[config.mk]
export PLATFORM = sky130hd
export DESIGN_NAME = rtps_radio_tx_sequencer
export DESIGN_NICKNAME = d
export VERILOG_FILES = /design/src/inc/rtps_pkg.sv /design/src/rtl/rtps_radio_tx_sequencer.sv
export SDC_FILE = /design/constraint.sdc
export NUM_CORES = 1
export LEC_CHECK = 0
export ABC_AREA = 0
export BUFFER_PORTS_ARGS = -buffer_cell sky130_fd_sc_hd__buf_2
export CORE_ASPECT_RATIO = 0.9
export CORE_MARGIN = 2
export CORE_UTILIZATION = 50
export CTS_CLUSTER_DIAMETER = 50
export DETAILED_ROUTE_END_ITERATION = 6
export GPL_ROUTABILITY_DRIVEN = 0
export GPL_TIMING_DRIVEN = 0
export PLACE_DENSITY = 0.69
export SLEW_MARGIN = 40
export SYNTH_ARGS = -nofsm -noshare
export SYNTH_HDL_FRONTEND = slang
export SYNTH_SLANG_ARGS = --single-unit
export TNS_END_PERCENT = 50
[constraint.sdc]
create_clock -name clk -period 7.2 [get_ports clk]
set_clock_uncertainty 0.2 [all_clocks]
set_input_delay 0.36 -clock clk [delete_from_list [all_inputs] [get_ports clk]]
set_output_delay 0.36 -clock clk [all_outputs]
set_load 0.01 [all_outputs]
[src/inc/rtps_pkg.sv]
// Purpose: Shared constants and types of the transmit packet sequencer.
// Assumes: One 100 MHz clock; register offsets are byte addresses.
// Notes: Timing figures are in their own units; cycle counts derive here.
package rtps_pkg;
  localparam logic [9:0] PRE_CNT_OFS = 10'h102;
  localparam logic [9:0] SYNC_LO_OFS = 10'h10C;
  localparam logic [9:0] SYNC_MID_OFS = 10'h10D;
  localparam logic [9:0] SYNC_HI_OFS = 10'h10E;
  localparam logic [9:0] MODE_OFS = 10'h13E;
  localparam logic [9:0] TX_BASE_OFS = 10'h314;
  localparam logic [9:0] PRE_EXTRA_OFS = 10'h3F3;
  localparam logic [9:0] SLOT_OFS = 10'h3E0;
  localparam logic [9:0] SLOT_EXT_OFS = 10'h3E1;
  localparam logic [9:0] CTRL_OFS = 10'h3E2;
  localparam logic [9:0] CAL_OFS = 10'h3E3;
  localparam logic [9:0] STATUS_OFS = 10'h3E4;
  localparam int CRC_OFF_BIT = 0;
  localparam int TURN_EN_BIT = 1;
  localparam int EXTPA_EN_BIT = 2;
  localparam int RDY_IE_BIT = 3;
  localparam int SFD_IE_BIT = 4;
  localparam int SENT_IE_BIT = 5;
  localparam int RXP_IE_BIT = 6;
  localparam logic [7:0] SLOT_DLY_RST = 8'hC0;
  localparam logic [7:0] SLOT_EXT_RST = 8'h00;
  localparam logic [3:0] MODE_154 = 4'h0;
  localparam logic [3:0] MODE_FSK = 4'h4;
  localparam logic [3:0] CAL_SKIP = 4'hF;
  localparam logic [3:0] CAL_RUN = 4'h9;
  localparam logic [7:0] CMD_TX = 8'h01;
  localparam logic [7:0] CMD_RX = 8'h02;
  localparam logic [7:0] CMD_IDLE = 8'h03;
  localparam logic [7:0] CMD_RDY = 8'h04;
  localparam logic [7:0] FILL_BYTE = 8'hAA;
  localparam logic [7:0] PRE_154 = 8'h00;
  localparam logic [7:0] SFD_154 = 8'hA7;
  localparam logic [8:0] PRE154_N = 9'h004;
  localparam logic [15:0] CRC_POLY = 16'h1021;
  localparam int CLK_NS = 10;
  localparam int US_NS = 1000;
  localparam int US_CYC = US_NS / CLK_NS;
  localparam int BIT_NS = 4000;
  localparam int BIT_CYC = BIT_NS / CLK_NS;
  localparam int RX_IRQ_US = 38;
  localparam int RX_IRQ_CYC = RX_IRQ_US * US_NS / CLK_NS;
  localparam int RAMP_US = 8;
  localparam int PA_LEAD_US = 10;
  localparam int CAL_US = 60;
  localparam int ABORT_US = 100;
  localparam int EXT_DL_US = 150;
  typedef enum logic [3:0] {
    S_IDLE, S_RDY, S_RX, S_WAIT, S_DELAY, S_PRE, S_SYNC, S_PAY, S_CRC, S_POST
  } rtps_state_t;
  typedef struct packed {
    rtps_state_t st;
    logic [2:0] csSync;
    logic csLvl;
    logic csOld;
    logic [6:0] usDiv;
    logic [11:0] elapsed;
    logic [7:0] extLat;
    logic extFrz;
    logic rxOn;
    logic [11:0] rxCnt;
    logic [8:0] bitTmr;
    logic [2:0] bitCnt;
    logic [7:0] sh;
    logic [8:0] byteCnt;
    logic [15:0] crc;
    logic [7:0] ramAddr;
    logic txBit, txStb, txAct, paOn, rampUp, rampDn, extPa, cal;
    logic rdyIrq, sfdIrq, sentIrq, rxIrq;
    logic [7:0] slotDly, slotExt, ctrl;
    logic [3:0] calByp;
    logic [7:0] preCnt, syncL, syncM, syncH, modeCfg, txBase, preX, rdata;
  } rtps_regs_t;
endpackage

[src/rtl/rtps_radio_tx_sequencer.sv]
// Purpose: Slot-timed transmit start and frame serialising for the radio.
// Assumes: Packet RAM answers ramAddr with ramData one cycle later.
// Notes: Bits leave MSB first, one per bit period, with a strobe each.
//
// Decided for this implementation: the strobed register port.
`timescale 1ns/1ns
module rtps_radio_tx_sequencer (
  input wire logic clk,
  input wire logic resetn,
  input wire logic ce,
  input wire logic [9:0] regAddr,
  input wire logic [7:0] regWdata,
  input wire logic regWr,
  input wire logic regRd,
  output logic [7:0] regRdata,
  input wire logic cmdValid,
  input wire logic [7:0] cmdCode,
  input wire logic csnPin,
  input wire logic rxFrameDone,
  output logic [7:0] ramAddr,
  input wire logic [7:0] ramData,
  output logic txBit,
  output logic txBitStrobe,
  output logic txActive,
  output logic paEnable,
  output logic paRampUp,
  output logic paRampDown,
  output logic extPaEnable,
  output logic synthCal,
  output logic readyIrq,
  output logic sfdIrq,
  output logic sentIrq,
  output logic rxPktIrq
);
  rtps_pkg::rtps_regs_t r;
  rtps_pkg::rtps_regs_t n;
  logic [1:0] rstSync;
  logic rstn;
  logic usTick;
  logic [10:0] total;
  logic [7:0] extEff;
  logic fsk;

  // Reset is released synchronously so no flop sees a partial release.
  always_ff @(posedge clk or negedge resetn) begin
    if (!resetn) begin
      rstSync <= 2'h0;
    end else begin
      rstSync <= {rstSync[0], 1'b1};
    end
  end
  assign rstn = rstSync[1];

  assign usTick = r.usDiv == 7'(rtps_pkg::US_CYC - 1);
  assign extEff = r.extFrz ? r.extLat : r.slotExt;
  assign total = {3'h0, r.slotDly} + {1'b0, extEff, 2'h0};
  assign fsk = r.modeCfg[3:0] == rtps_pkg::MODE_FSK;

  always_comb begin
    logic tick;
    logic ld;
    logic go;
    logic fin;
    logic pend;
    logic [7:0] b;
    logic [8:0] cnt;
    logic fb;
    tick = 1'b0;
    ld = 1'b0;
    go = 1'b0;
    fin = 1'b0;
    pend = 1'b0;
    b = 8'h00;
    cnt = 9'h000;
    fb = 1'b0;
    n = r;
    n.txStb = 1'b0;
    n.rdyIrq = 1'b0;
    n.sfdIrq = 1'b0;
    n.sentIrq = 1'b0;
    n.rxIrq = 1'b0;
    n.usDiv = usTick ? 7'h00 : r.usDiv + 7'h01;
    n.csSync = {r.csSync[1:0], csnPin};
    if (r.csSync[1] == r.csSync[2]) begin
      n.csLvl = r.csSync[2];
    end
    n.csOld = r.csLvl;
    if (regWr) begin
      case (regAddr)
        rtps_pkg::PRE_CNT_OFS: n.preCnt = regWdata;
        rtps_pkg::SYNC_LO_OFS: n.syncL = regWdata;
        rtps_pkg::SYNC_MID_OFS: n.syncM = regWdata;
        rtps_pkg::SYNC_HI_OFS: n.syncH = regWdata;
        rtps_pkg::MODE_OFS: n.modeCfg = regWdata;
        rtps_pkg::TX_BASE_OFS: n.txBase = regWdata;
        rtps_pkg::PRE_EXTRA_OFS: n.preX = regWdata;
        rtps_pkg::SLOT_OFS: n.slotDly = regWdata;
        rtps_pkg::SLOT_EXT_OFS: n.slotExt = regWdata;
        rtps_pkg::CTRL_OFS: n.ctrl = regWdata;
        rtps_pkg::CAL_OFS: n.calByp = regWdata[3:0];
        default: n.rdata = r.rdata;
      endcase
    end
    n.rdata = 8'h00;
    if (regRd) begin
      case (regAddr)
        rtps_pkg::PRE_CNT_OFS: n.rdata = r.preCnt;
        rtps_pkg::SYNC_LO_OFS: n.rdata = r.syncL;
        rtps_pkg::SYNC_MID_OFS: n.rdata = r.syncM;
        rtps_pkg::SYNC_HI_OFS: n.rdata = r.syncH;
        rtps_pkg::MODE_OFS: n.rdata = r.modeCfg;
        rtps_pkg::TX_BASE_OFS: n.rdata = r.txBase;
        rtps_pkg::PRE_EXTRA_OFS: n.rdata = r.preX;
        rtps_pkg::SLOT_OFS: n.rdata = r.slotDly;
        rtps_pkg::SLOT_EXT_OFS: n.rdata = r.slotExt;
        rtps_pkg::CTRL_OFS: n.rdata = r.ctrl;
        rtps_pkg::CAL_OFS: n.rdata = {4'h0, r.calByp};
        rtps_pkg::STATUS_OFS: n.rdata = {3'h0, r.txAct, r.st};
        default: n.rdata = 8'h00;
      endcase
    end
    if (r.rxOn) begin
      n.rxCnt = r.rxCnt + 12'h001;
      if (r.rxCnt == 12'(rtps_pkg::RX_IRQ_CYC - 2)) begin
        n.rxOn = 1'b0;
        n.rxIrq = r.ctrl[rtps_pkg::RXP_IE_BIT];
      end
    end
    case (r.st)
      rtps_pkg::S_RX: begin
        if (rxFrameDone) begin
          n.rxOn = 1'b1;
          n.rxCnt = 12'h000;
          // The delay starts on the last symbol, not on the interrupt.
          go = r.ctrl[rtps_pkg::TURN_EN_BIT] &&
               r.modeCfg[3:0] == rtps_pkg::MODE_154;
        end
      end
      rtps_pkg::S_WAIT: begin
        go = r.csLvl && !r.csOld;
      end
      rtps_pkg::S_DELAY: begin
        pend = 1'b1;
        if (usTick) begin
          n.elapsed = r.elapsed + 12'h001;
        end
        if (r.elapsed >= 12'(rtps_pkg::EXT_DL_US) && !r.extFrz) begin
          n.extFrz = 1'b1;
          n.extLat = r.slotExt;
        end
        n.cal = r.calByp != rtps_pkg::CAL_SKIP &&
                r.elapsed >= 12'(rtps_pkg::PA_LEAD_US) &&
                r.elapsed < 12'(rtps_pkg::PA_LEAD_US + rtps_pkg::CAL_US);
        n.rampUp = r.elapsed + 12'(rtps_pkg::RAMP_US) >= {1'b0, total};
        if (r.elapsed >= {1'b0, total} && r.rampUp) begin
          n.st = rtps_pkg::S_PRE;
          n.paOn = 1'b1;
          n.rampUp = 1'b0;
          n.cal = 1'b0;
          n.txAct = 1'b1;
          n.rdyIrq = r.ctrl[rtps_pkg::RDY_IE_BIT];
          n.txStb = 1'b1;
          n.bitTmr = 9'h000;
          cnt = fsk ? {1'b0, r.preCnt} + {1'b0, r.preX}
                    : rtps_pkg::PRE154_N;
          n.byteCnt = cnt == 9'h000 ? 9'h000 : cnt - 9'h001;
          b = fsk ? rtps_pkg::FILL_BYTE : rtps_pkg::PRE_154;
          ld = 1'b1;
        end
      end
      rtps_pkg::S_PRE, rtps_pkg::S_SYNC, rtps_pkg::S_PAY,
      rtps_pkg::S_CRC, rtps_pkg::S_POST: begin
        tick = r.bitTmr == 9'(rtps_pkg::BIT_CYC - 1);
        n.bitTmr = tick ? 9'h000 : r.bitTmr + 9'h001;
      end
      default: n.st = r.st;
    endcase
    if (tick) begin
      n.txStb = 1'b1;
      if (r.bitCnt != 3'h7) begin
        n.sh = {r.sh[6:0], 1'b0};
        n.txBit = r.sh[6];
        n.bitCnt = r.bitCnt + 3'h1;
      end else begin
        case (r.st)
          rtps_pkg::S_PRE: begin
            ld = 1'b1;
            if (r.byteCnt != 9'h000) begin
              n.byteCnt = r.byteCnt - 9'h001;
              b = fsk ? rtps_pkg::FILL_BYTE : rtps_pkg::PRE_154;
            end else begin
              n.st = rtps_pkg::S_SYNC;
              n.byteCnt = fsk ? 9'h002 : 9'h000;
              b = fsk ? r.syncH : rtps_pkg::SFD_154;
            end
          end
          rtps_pkg::S_SYNC: begin
            if (r.byteCnt != 9'h000) begin
              ld = 1'b1;
              n.byteCnt = r.byteCnt - 9'h001;
              b = r.byteCnt == 9'h002 ? r.syncM : r.syncL;
            end else begin
              n.sfdIrq = !fsk && r.ctrl[rtps_pkg::SFD_IE_BIT];
              // The first buffer byte carries the length in both modes.
              if (fsk) begin
                cnt = {1'b0, ramData};
              end else if (!r.ctrl[rtps_pkg::CRC_OFF_BIT]) begin
                cnt = ramData[6:0] == 7'h00 ? 9'h000
                      : {2'h0, ramData[6:0]};
              end else begin
                cnt = {2'h0, ramData[6:0]} + 9'h001;
              end
              if (cnt != 9'h000) begin
                n.st = rtps_pkg::S_PAY;
                ld = 1'b1;
                b = ramData;
                n.ramAddr = r.ramAddr + 8'h01;
                n.byteCnt = cnt - 9'h001;
              end else begin
                pend = 1'b1;
              end
            end
          end
          rtps_pkg::S_PAY: begin
            if (r.byteCnt != 9'h000) begin
              ld = 1'b1;
              b = ramData;
              n.ramAddr = r.ramAddr + 8'h01;
              n.byteCnt = r.byteCnt - 9'h001;
            end else begin
              pend = 1'b1;
            end
          end
          rtps_pkg::S_CRC: begin
            if (r.byteCnt != 9'h000) begin
              ld = 1'b1;
              b = r.crc[7:0];
              n.byteCnt = 9'h000;
            end else if (fsk) begin
              ld = 1'b1;
              n.st = rtps_pkg::S_POST;
              b = rtps_pkg::FILL_BYTE;
              n.byteCnt = 9'h001;
            end else begin
              fin = 1'b1;
            end
          end
          rtps_pkg::S_POST: begin
            if (r.byteCnt != 9'h000) begin
              ld = 1'b1;
              b = rtps_pkg::FILL_BYTE;
              n.byteCnt = 9'h000;
              n.rampDn = 1'b1;
            end else begin
              fin = 1'b1;
            end
          end
          default: fin = 1'b1;
        endcase
        // Payload is done here; pend only matters in the sync/payload arms.
        if (pend && r.st != rtps_pkg::S_DELAY) begin
          if (!r.ctrl[rtps_pkg::CRC_OFF_BIT]) begin
            ld = 1'b1;
            n.st = rtps_pkg::S_CRC;
            b = r.crc[15:8];
            n.byteCnt = 9'h001;
          end else if (fsk) begin
            ld = 1'b1;
            n.st = rtps_pkg::S_POST;
            b = rtps_pkg::FILL_BYTE;
            n.byteCnt = 9'h001;
          end else begin
            fin = 1'b1;
          end
        end
      end
    end
    if (ld) begin
      n.sh = b;
      n.txBit = b[7];
      n.bitCnt = 3'h0;
    end
    if (tick && n.st == rtps_pkg::S_PAY) begin
      fb = r.crc[15] ^ n.txBit;
      n.crc = {r.crc[14:0], 1'b0} ^ (fb ? rtps_pkg::CRC_POLY : 16'h0000);
    end
    if (fin) begin
      n.st = rtps_pkg::S_RDY;
      // The closing bit period ends without a new bit, so no strobe.
      n.txStb = 1'b0;
      n.paOn = 1'b0;
      n.rampDn = 1'b0;
      n.extPa = 1'b0;
      n.txAct = 1'b0;
      n.sentIrq = r.ctrl[rtps_pkg::SENT_IE_BIT];
    end
    if (go) begin
      n.st = rtps_pkg::S_DELAY;
      n.elapsed = 12'h000;
      n.usDiv = 7'h00;
      n.extFrz = 1'b0;
      n.extPa = r.ctrl[rtps_pkg::EXTPA_EN_BIT];
      n.crc = 16'h0000;
      n.ramAddr = r.txBase;
    end
    if (cmdValid) begin
      if (cmdCode == rtps_pkg::CMD_TX) begin
        n.st = rtps_pkg::S_WAIT;
        n.rampUp = 1'b0;
        n.cal = 1'b0;
      end else if ((cmdCode == rtps_pkg::CMD_RX ||
                    cmdCode == rtps_pkg::CMD_IDLE ||
                    cmdCode == rtps_pkg::CMD_RDY) &&
                   !(r.st == rtps_pkg::S_DELAY &&
                     r.elapsed >= 12'(rtps_pkg::ABORT_US))) begin
        n.st = cmdCode == rtps_pkg::CMD_RX ? rtps_pkg::S_RX
             : cmdCode == rtps_pkg::CMD_IDLE ? rtps_pkg::S_IDLE
             : rtps_pkg::S_RDY;
        n.paOn = 1'b0;
        n.rampUp = 1'b0;
        n.rampDn = 1'b0;
        n.extPa = 1'b0;
        n.cal = 1'b0;
        n.txAct = 1'b0;
      end
    end
  end

  always_ff @(posedge clk or negedge rstn) begin
    if (!rstn) begin
      r <= '0;
      // Chip-select idles high; starting the filter there avoids a false edge.
      r.csSync <= 3'h7;
      r.csLvl <= 1'b1;
      r.csOld <= 1'b1;
      r.slotDly <= rtps_pkg::SLOT_DLY_RST;
      r.slotExt <= rtps_pkg::SLOT_EXT_RST;
    end else if (ce) begin
      r <= n;
    end
  end

  assign regRdata = r.rdata;
  assign ramAddr = r.ramAddr;
  assign txBit = r.txBit;
  assign txBitStrobe = r.txStb;
  assign txActive = r.txAct;
  assign paEnable = r.paOn;
  assign paRampUp = r.rampUp;
  assign paRampDown = r.rampDn;
  assign extPaEnable = r.extPa;
  assign synthCal = r.cal;
  assign readyIrq = r.rdyIrq;
  assign sfdIrq = r.sfdIrq;
  assign sentIrq = r.sentIrq;
  assign rxPktIrq = r.rxIrq;

  // Helper age counter for the receive interrupt check only.
  logic [11:0] hlpRx;
  logic delayDone;
  always_ff @(posedge clk or negedge rstn) begin
    if (!rstn) begin
      hlpRx <= 12'h000;
    end else if (ce) begin
      hlpRx <= (r.st == rtps_pkg::S_RX && rxFrameDone) ? 12'h000
               : hlpRx + 12'h001;
    end
  end
  assign delayDone = ce && r.st == rtps_pkg::S_DELAY &&
                     n.st == rtps_pkg::S_PRE;
endmodule

==> results of run 1 <==
[flip-flops by register name, summed over array words and instances, names as in the netlist]
name         flops
r              175
paRampUp         1
synthCal         1
txBit            1
extPaEnable      1
sfdIrq           1
n                3
ramAddr          8
sentIrq          1
paEnable         1
readyIrq         1
regRdata         8
txActive         1
rxPktIrq         1
rstSync          2
paRampDown       1
txBitStrobe      1
[repair_timing]
action	in CTS	in global routing
hold buffers	8	0
buffers inserted	0	0
hold endpoints to repair	15	0
[worst min-delay path by stage]
stage                 from    endpoint  slack (ps)  cells after the start
floorplan           resetn  rstSync[0]        -140                      0
global placement    resetn  rstSync[0]         -50                      1
detailed placement  resetn  rstSync[0]         -50                      1
CTS                     ce      r[129]          30                      3
global route            ce      r[129]          40                      3
finish                  ce      r[129]          40                      3
[cell usage in the layout, fill, tap and decap left out, drive strengths merged, types with 14 or more instances in the layout]
| master | count |
|---|---|
| a21oi | 61 |
| a221oi | 19 |
| a22oi | 23 |
| and2 | 16 |
| and3 | 17 |
| buf | 101 |
| clkbuf | 99 |
| dfrtp | 201 |
| ha | 47 |
| inv | 52 |
| mux2 | 111 |
| mux2i | 26 |
| nand2 | 130 |
| nand2b | 16 |
| nand3 | 49 |
| nand4 | 17 |
| nor2 | 99 |
| nor3 | 28 |
| nor4 | 14 |
| o21ai | 101 |
| xnor2 | 26 |
| xor2 | 32 |
[stage by stage]
step	util (%)	TNS, ps
after floorplan	-	0
after global placement	53.7	-346880
after detailed placement	54.5	0
after CTS	58.7	0
after global routing	58.9	0
final	58.9	0
[worst min-delay path, stage by stage]
cell     delay [ps]
buf_2           130
nand2_1         130
o32ai_1         120
[layer usage]
layer / up-vias / global-route usage (%) / part of all wire (%)
li1: 5331 / - / -
met3: 150 / 7.42 / 9.7
met2: 572 / 45.6 / 44
met5: - / 0 / 0
met4: 0 / 10.3 / 4.4
met1: 5756 / 40.6 / 42
[layout make-up]
class,count,area (sq um)
Fill cell,2286,10700
Inverter,48,180
Buffer,89,414
Multi-Input combinational cell,1047,7500
Timing Repair Buffer,82,543
Clock inverter,15,206
Sequential cell,208,5220
Clock buffer,37,805
Tap cell,348,435
[report_power, final]
group | total (mW) | leakage (nW) | internal [mW] | switching, mW
logic | 0.769 | 3.42 | 0.264 | 0.505
registers | 1.33 | 2.82 | 1.25 | 0.0789
clock network | 1.48 | 0.496 | 0.906 | 0.572
[cells by family after synthesis]
group | after synthesis | synth area share (%)
compound gates | 346 | 17.9
mux | 137 | 11.5
buf+inv | 137 | 4.50
simple gates | 451 | 17.2
xor+xnor | 61 | 4.36
flops | 208 | 39.5
fa+ha+maj | 51 | 4.91
other cells | 1 | 0.0284
==> results.toml, run 1 <==
[cts]
htreeDepth = 1
clk_pin_slew_ps = 60
clk_latency_ps = 560
root_buffer = "clkbuf_16"
cts_tree = "yes"
cts_buffers = 28
clockBufferDepth = 3
cts_sinks = 208
post_cts_resize_count = 0

[sta]
maxSlewHeadroom_pct = 41.5
hold_viol = 0
fmax_ghz = 0.178
layout_min_cycle_time_ps = 5600
fin_ws_ps = 1600
worstMarginPinSlew_ps = 878
rsz0062_at_grt = "false"
whs_ps = 40.5
setup_viol = 0
maxSlewViolCount = 0
period_share_pct = 77.8

[grt]
grt.total_usage_pct = 29.6
grt_pass1_vias = 11100
gr-total-overflow = 0
grt_pass1_wl_um = 64000
antenna_found_initial = 1
grt_max_degree = 42

[placed_design]
dp.cells = 1813
dpl.hpwl_um = 30000
pre_cts_ws_ps = 1700
port-buffer-count = 65
postPlaceCellArea_sq_um = 14200

[power_and_ir_drop]
peakVddDrop_uv = 239
pwr_density_cell_nw_per_um2 = 234
leakage_nw = 6.74
p_total_mw = 3.58

[yosys]
synth_top_area_cell = "dfrtp_1"
seq_area_frac_synth_pct = 39.5
synth_common_cells = "201 x dfrtp_1, 130 x nand2_1, 109 x mux2_2"
ys_ff_latch = 208
synth_area_leaders = "dfrtp_1 38%, mux2_2 9.3%, ha_1 4.5%"
ys_types = 87
synth_warnings = 0
synth_top_flop_cell = "dfrtp_1"
async_reset_ff_share_pct = 100
syn-mean-instance-area_sq_um = 9.48
synth_area_sq_um = 13200
syn_nets = 1483
synth_top_area_share_pct = 38.1
synth_edf_count = 0
post-synth-top-count-cell = "dfrtp_1"
postSynthCellCount = 1392

[final_layout]
fin_area_sq_um = 15300
antennaDiodeCount = 0
nets = 1595
instances_no_fill = 1874
area_growth_pct = 16.0
layout-drive-gt1-share_pct = 19.7

[run]
maxCapViolCount = 0

[drt]
drtIter0Drc = 1310
firstDrtPassIters = 7
viasPerCell = 6.30
ant_nets = 0
wl_per_cell_um = 21.7
via_count = 11800
drc = 25
wirelength_um = 40600

[critical_path]
endpoint = "r[120]"
crit_required_ps = 7470
r2r_slack_ps = 1600
setup.worst_path.class = "flop to flop"
max_stage_delay_ps = 540
rr_worst_depth = 20
cp_max_fo = 10
reg2reg_from = "r[170]"
critPathArrivalTime_ps = 5870
path_depth = 20
slowest_stage = "a2111oi_4"
end_kind = "flop"
crit_buf_inv = 3
r2r-end = "r[120]"
critPathLaunch = "r[170]"
crit_path_cell_trace = "buf_2 -> mux2_2 -> ha_1 -> fa_1 -> a21o_1 -> a21oi_1 -> nor2b_1 -> o21ai_0 -> nand2b_1 -> xor2_1 -> ha_1 -> nand2_1 -> nor3_1 -> o211ai_1 -> a21oi_1 -> o22ai_1 -> a2111oi_4 -> clkbuf_4 -> buf_6 -> mux2i_1"
worst_setup_path_start_kind = "flop"
crit_family = "compound AO/OA/AOI/OAI gates"

[floorplanning]
die_h_um = 158
die_w_um = 175
rows = 56
start_util_pct = 50.8
io_pins = 70
coreArea_sq_um = 26000
die_area_sq_um = 27700

[worst_hold_path]
min_path_type = "input pin to flop"

[status]
violations = "design-rule violations"
status = "finished with violations"
Power figures use the tool's default switching activity.
==> run 2, diff against run 1 <==
- PLACE_DENSITY: 0.69 -> 0.72
- clock period: 7.2 -> 4.6 ns (I/O delays scaled with it)
==> results.toml, run 2 (same netlist as run 1, synthesis figures left out) <==
[worst_hold_path]
min_from = "cmdCode[3]"
min_path_type = "input pin to flop"
min_to = "r[203]"
min_path_cells = 4

[floorplanning]
die_w_um = 175
io_pins = 70
start_util_pct = 50.8
die_area_sq_um = 27700
coreArea_sq_um = 26000
rows = 56
die_h_um = 158

[drt]
wirelength_um = 40800
drtIter0Drc = 1481
via_count = 11900
viasPerCell = 6.31
drc = 14
ant_nets = 0
wl_per_cell_um = 21.6
firstDrtPassIters = 7

[sta]
whs_ps = 3.82
fmax_ghz = 0.221
maxSlewHeadroom_pct = 42.6
rsz0062_at_grt = "true"
period_share_pct = 98.3
maxSlewViolCount = 0
hold_viol = 0
setup_viol = 0
worstMarginPinSlew_ps = 861
layout_min_cycle_time_ps = 4520

[grt]
groute.layer.met2.usage_pct = 44.9
gr-total-overflow = 0
busiest_layer = "met2"
grt_pass1_vias = 11400
antenna_found_initial = 0
grtUsageMet1_pct = 40.7
grt_max_degree = 42
grtUsageMet3_pct = 5.74
grt.total_usage_pct = 29.4
grt_pass1_wl_um = 64000

[cts]
root_buffer = "clkbuf_16"
cts_sinks = 208
clockBufferDepth = 3
cts_tree = "yes"
cts_buffers = 26
clk_latency_ps = 560
clk_pin_slew_ps = 60
htreeDepth = 1

[critical_path]
crit_required_ps = 4830
r2r_slack_ps = 80
end_kind = "flop"
rr_worst_depth = 17
worst_setup_path_start_kind = "flop"
critPathArrivalTime_ps = 4750
reg2reg_from = "r[170]"
r2r-end = "r[117]"
setup.worst_path.class = "flop to flop"
cp_max_fo = 4

[final_layout]
final_common_cell = "dfrtp_1"
largest-register = "r"
nets = 1613
area_growth_pct = 17.4
n_fill_cell = 2189
layout-drive-gt1-share_pct = 21.6
antennaDiodeCount = 0
fin_area_sq_um = 15500
largest_reg_flops = 175
final_cell_mix = "200 x dfrtp_1, 130 x nand2_1, 107 x mux2_2, 99 x nor2_1, 94 x o21ai_0"
fin_util_pct = 59.6

[power_and_ir_drop]
pwr_density_cell_nw_per_um2 = 354
seqPwrFrac_pct = 38.0
peakVddDrop_uv = 278
leakage_nw = 6.79
clkPwrFrac_pct = 38.3
swShare_pct = 33.4
p_int_mw = 3.65
power_switching_mw = 1.83
p_total_mw = 5.47
combPwrFrac_pct = 23.6

[placed_design]
port-buffer-count = 65
dpl.hpwl_um = 29900
postPlaceCellArea_sq_um = 14200

[run]
maxCapViolCount = 0

[status]
status = "finished with violations"
violations = "design-rule violations"
[run 2: critical path: stages, from the launching register on]
cell and delay, ps:
dfrtp_1 340, buf_6 120, buf_4 130, mux2_2 340, ha_1 350, a21oi_1 190
xor2_1 220, ha_1 280, nand2_1 70, nor2_1 40, a221o_1 340, maj3_1 360
o211ai_1 160, buf_4 200, a21oi_4 120, a211oi_4 370, xnor3_1 280, mux2_4 270
[run 2: power groups by stage]
stage / logic [mW] / registers (mW) / clock network [mW]
2_1_floorplan: 0.795 / 2.10 / 0
3_3_place_gp: 1.07 / 2.14 / 0
3_5_place_dp: 1.15 / 2.11 / 0
4_1_cts: 1.21 / 2.08 / 2.12
5_1_grt: 1.40 / 2.10 / 2.19
6_report: 1.29 / 2.08 / 2.10
[run 2: how the worst max path moves through the flow]
stage | start | end | slack (ps) | cells after the start
2_1_floorplan | r[170] | r[126] | -50 | 18
3_3_place_gp | r[170] | r[114] | -850 | 19
3_5_place_dp | r[170] | r[115] | -890 | 19
4_1_cts | r[170] | r[126] | 20 | 20
5_1_grt | r[170] | r[116] | -90 | 21
6_report | r[170] | r[117] | 80 | 17
[run 2: routing by layer]
metal | wire length [um] | up-vias
li1 | - | 5366
met1 | 17200 | 5757
met2 | 17500 | 640
met3 | 3930 | 160
met4 | 2120 | 0
met5 | 0 | -
[run 2: per-stage QoR]
stage / TNS [ps] / cells / setup slack, ps
6_report: 0 / 1890 / 80.2
5_1_grt: -1100 / 1890 / -87.0
4_1_cts: 0 / 1885 / 18.8
3_5_place_dp: -26010 / 1817 / -895
3_3_place_gp: -92080 / 1805 / -852
2_1_floorplan: -316 / 1392 / -51.0
[run 2: what timing repair did]
item,CTS,global route
buffers inserted,11,6
endpoints found under the setup margin,46,54
endpoints found under the hold margin,15,0
cloned,0,1
resized for setup,15,20
pin swaps,4,14
hold buffers,9,0
[run 2: final cells by class]
class	instances	area (sq um)	area share, %
multi-input cells	1047	7600	49.1
flip-flops and latches	208	5220	33.7
repair buffers	104	724	4.68
clock buffers	33	717	4.63
well taps	348	435	2.81
plain buffers	87	424	2.74
inverters	48	180	1.16
clock inverters	15	179	1.16
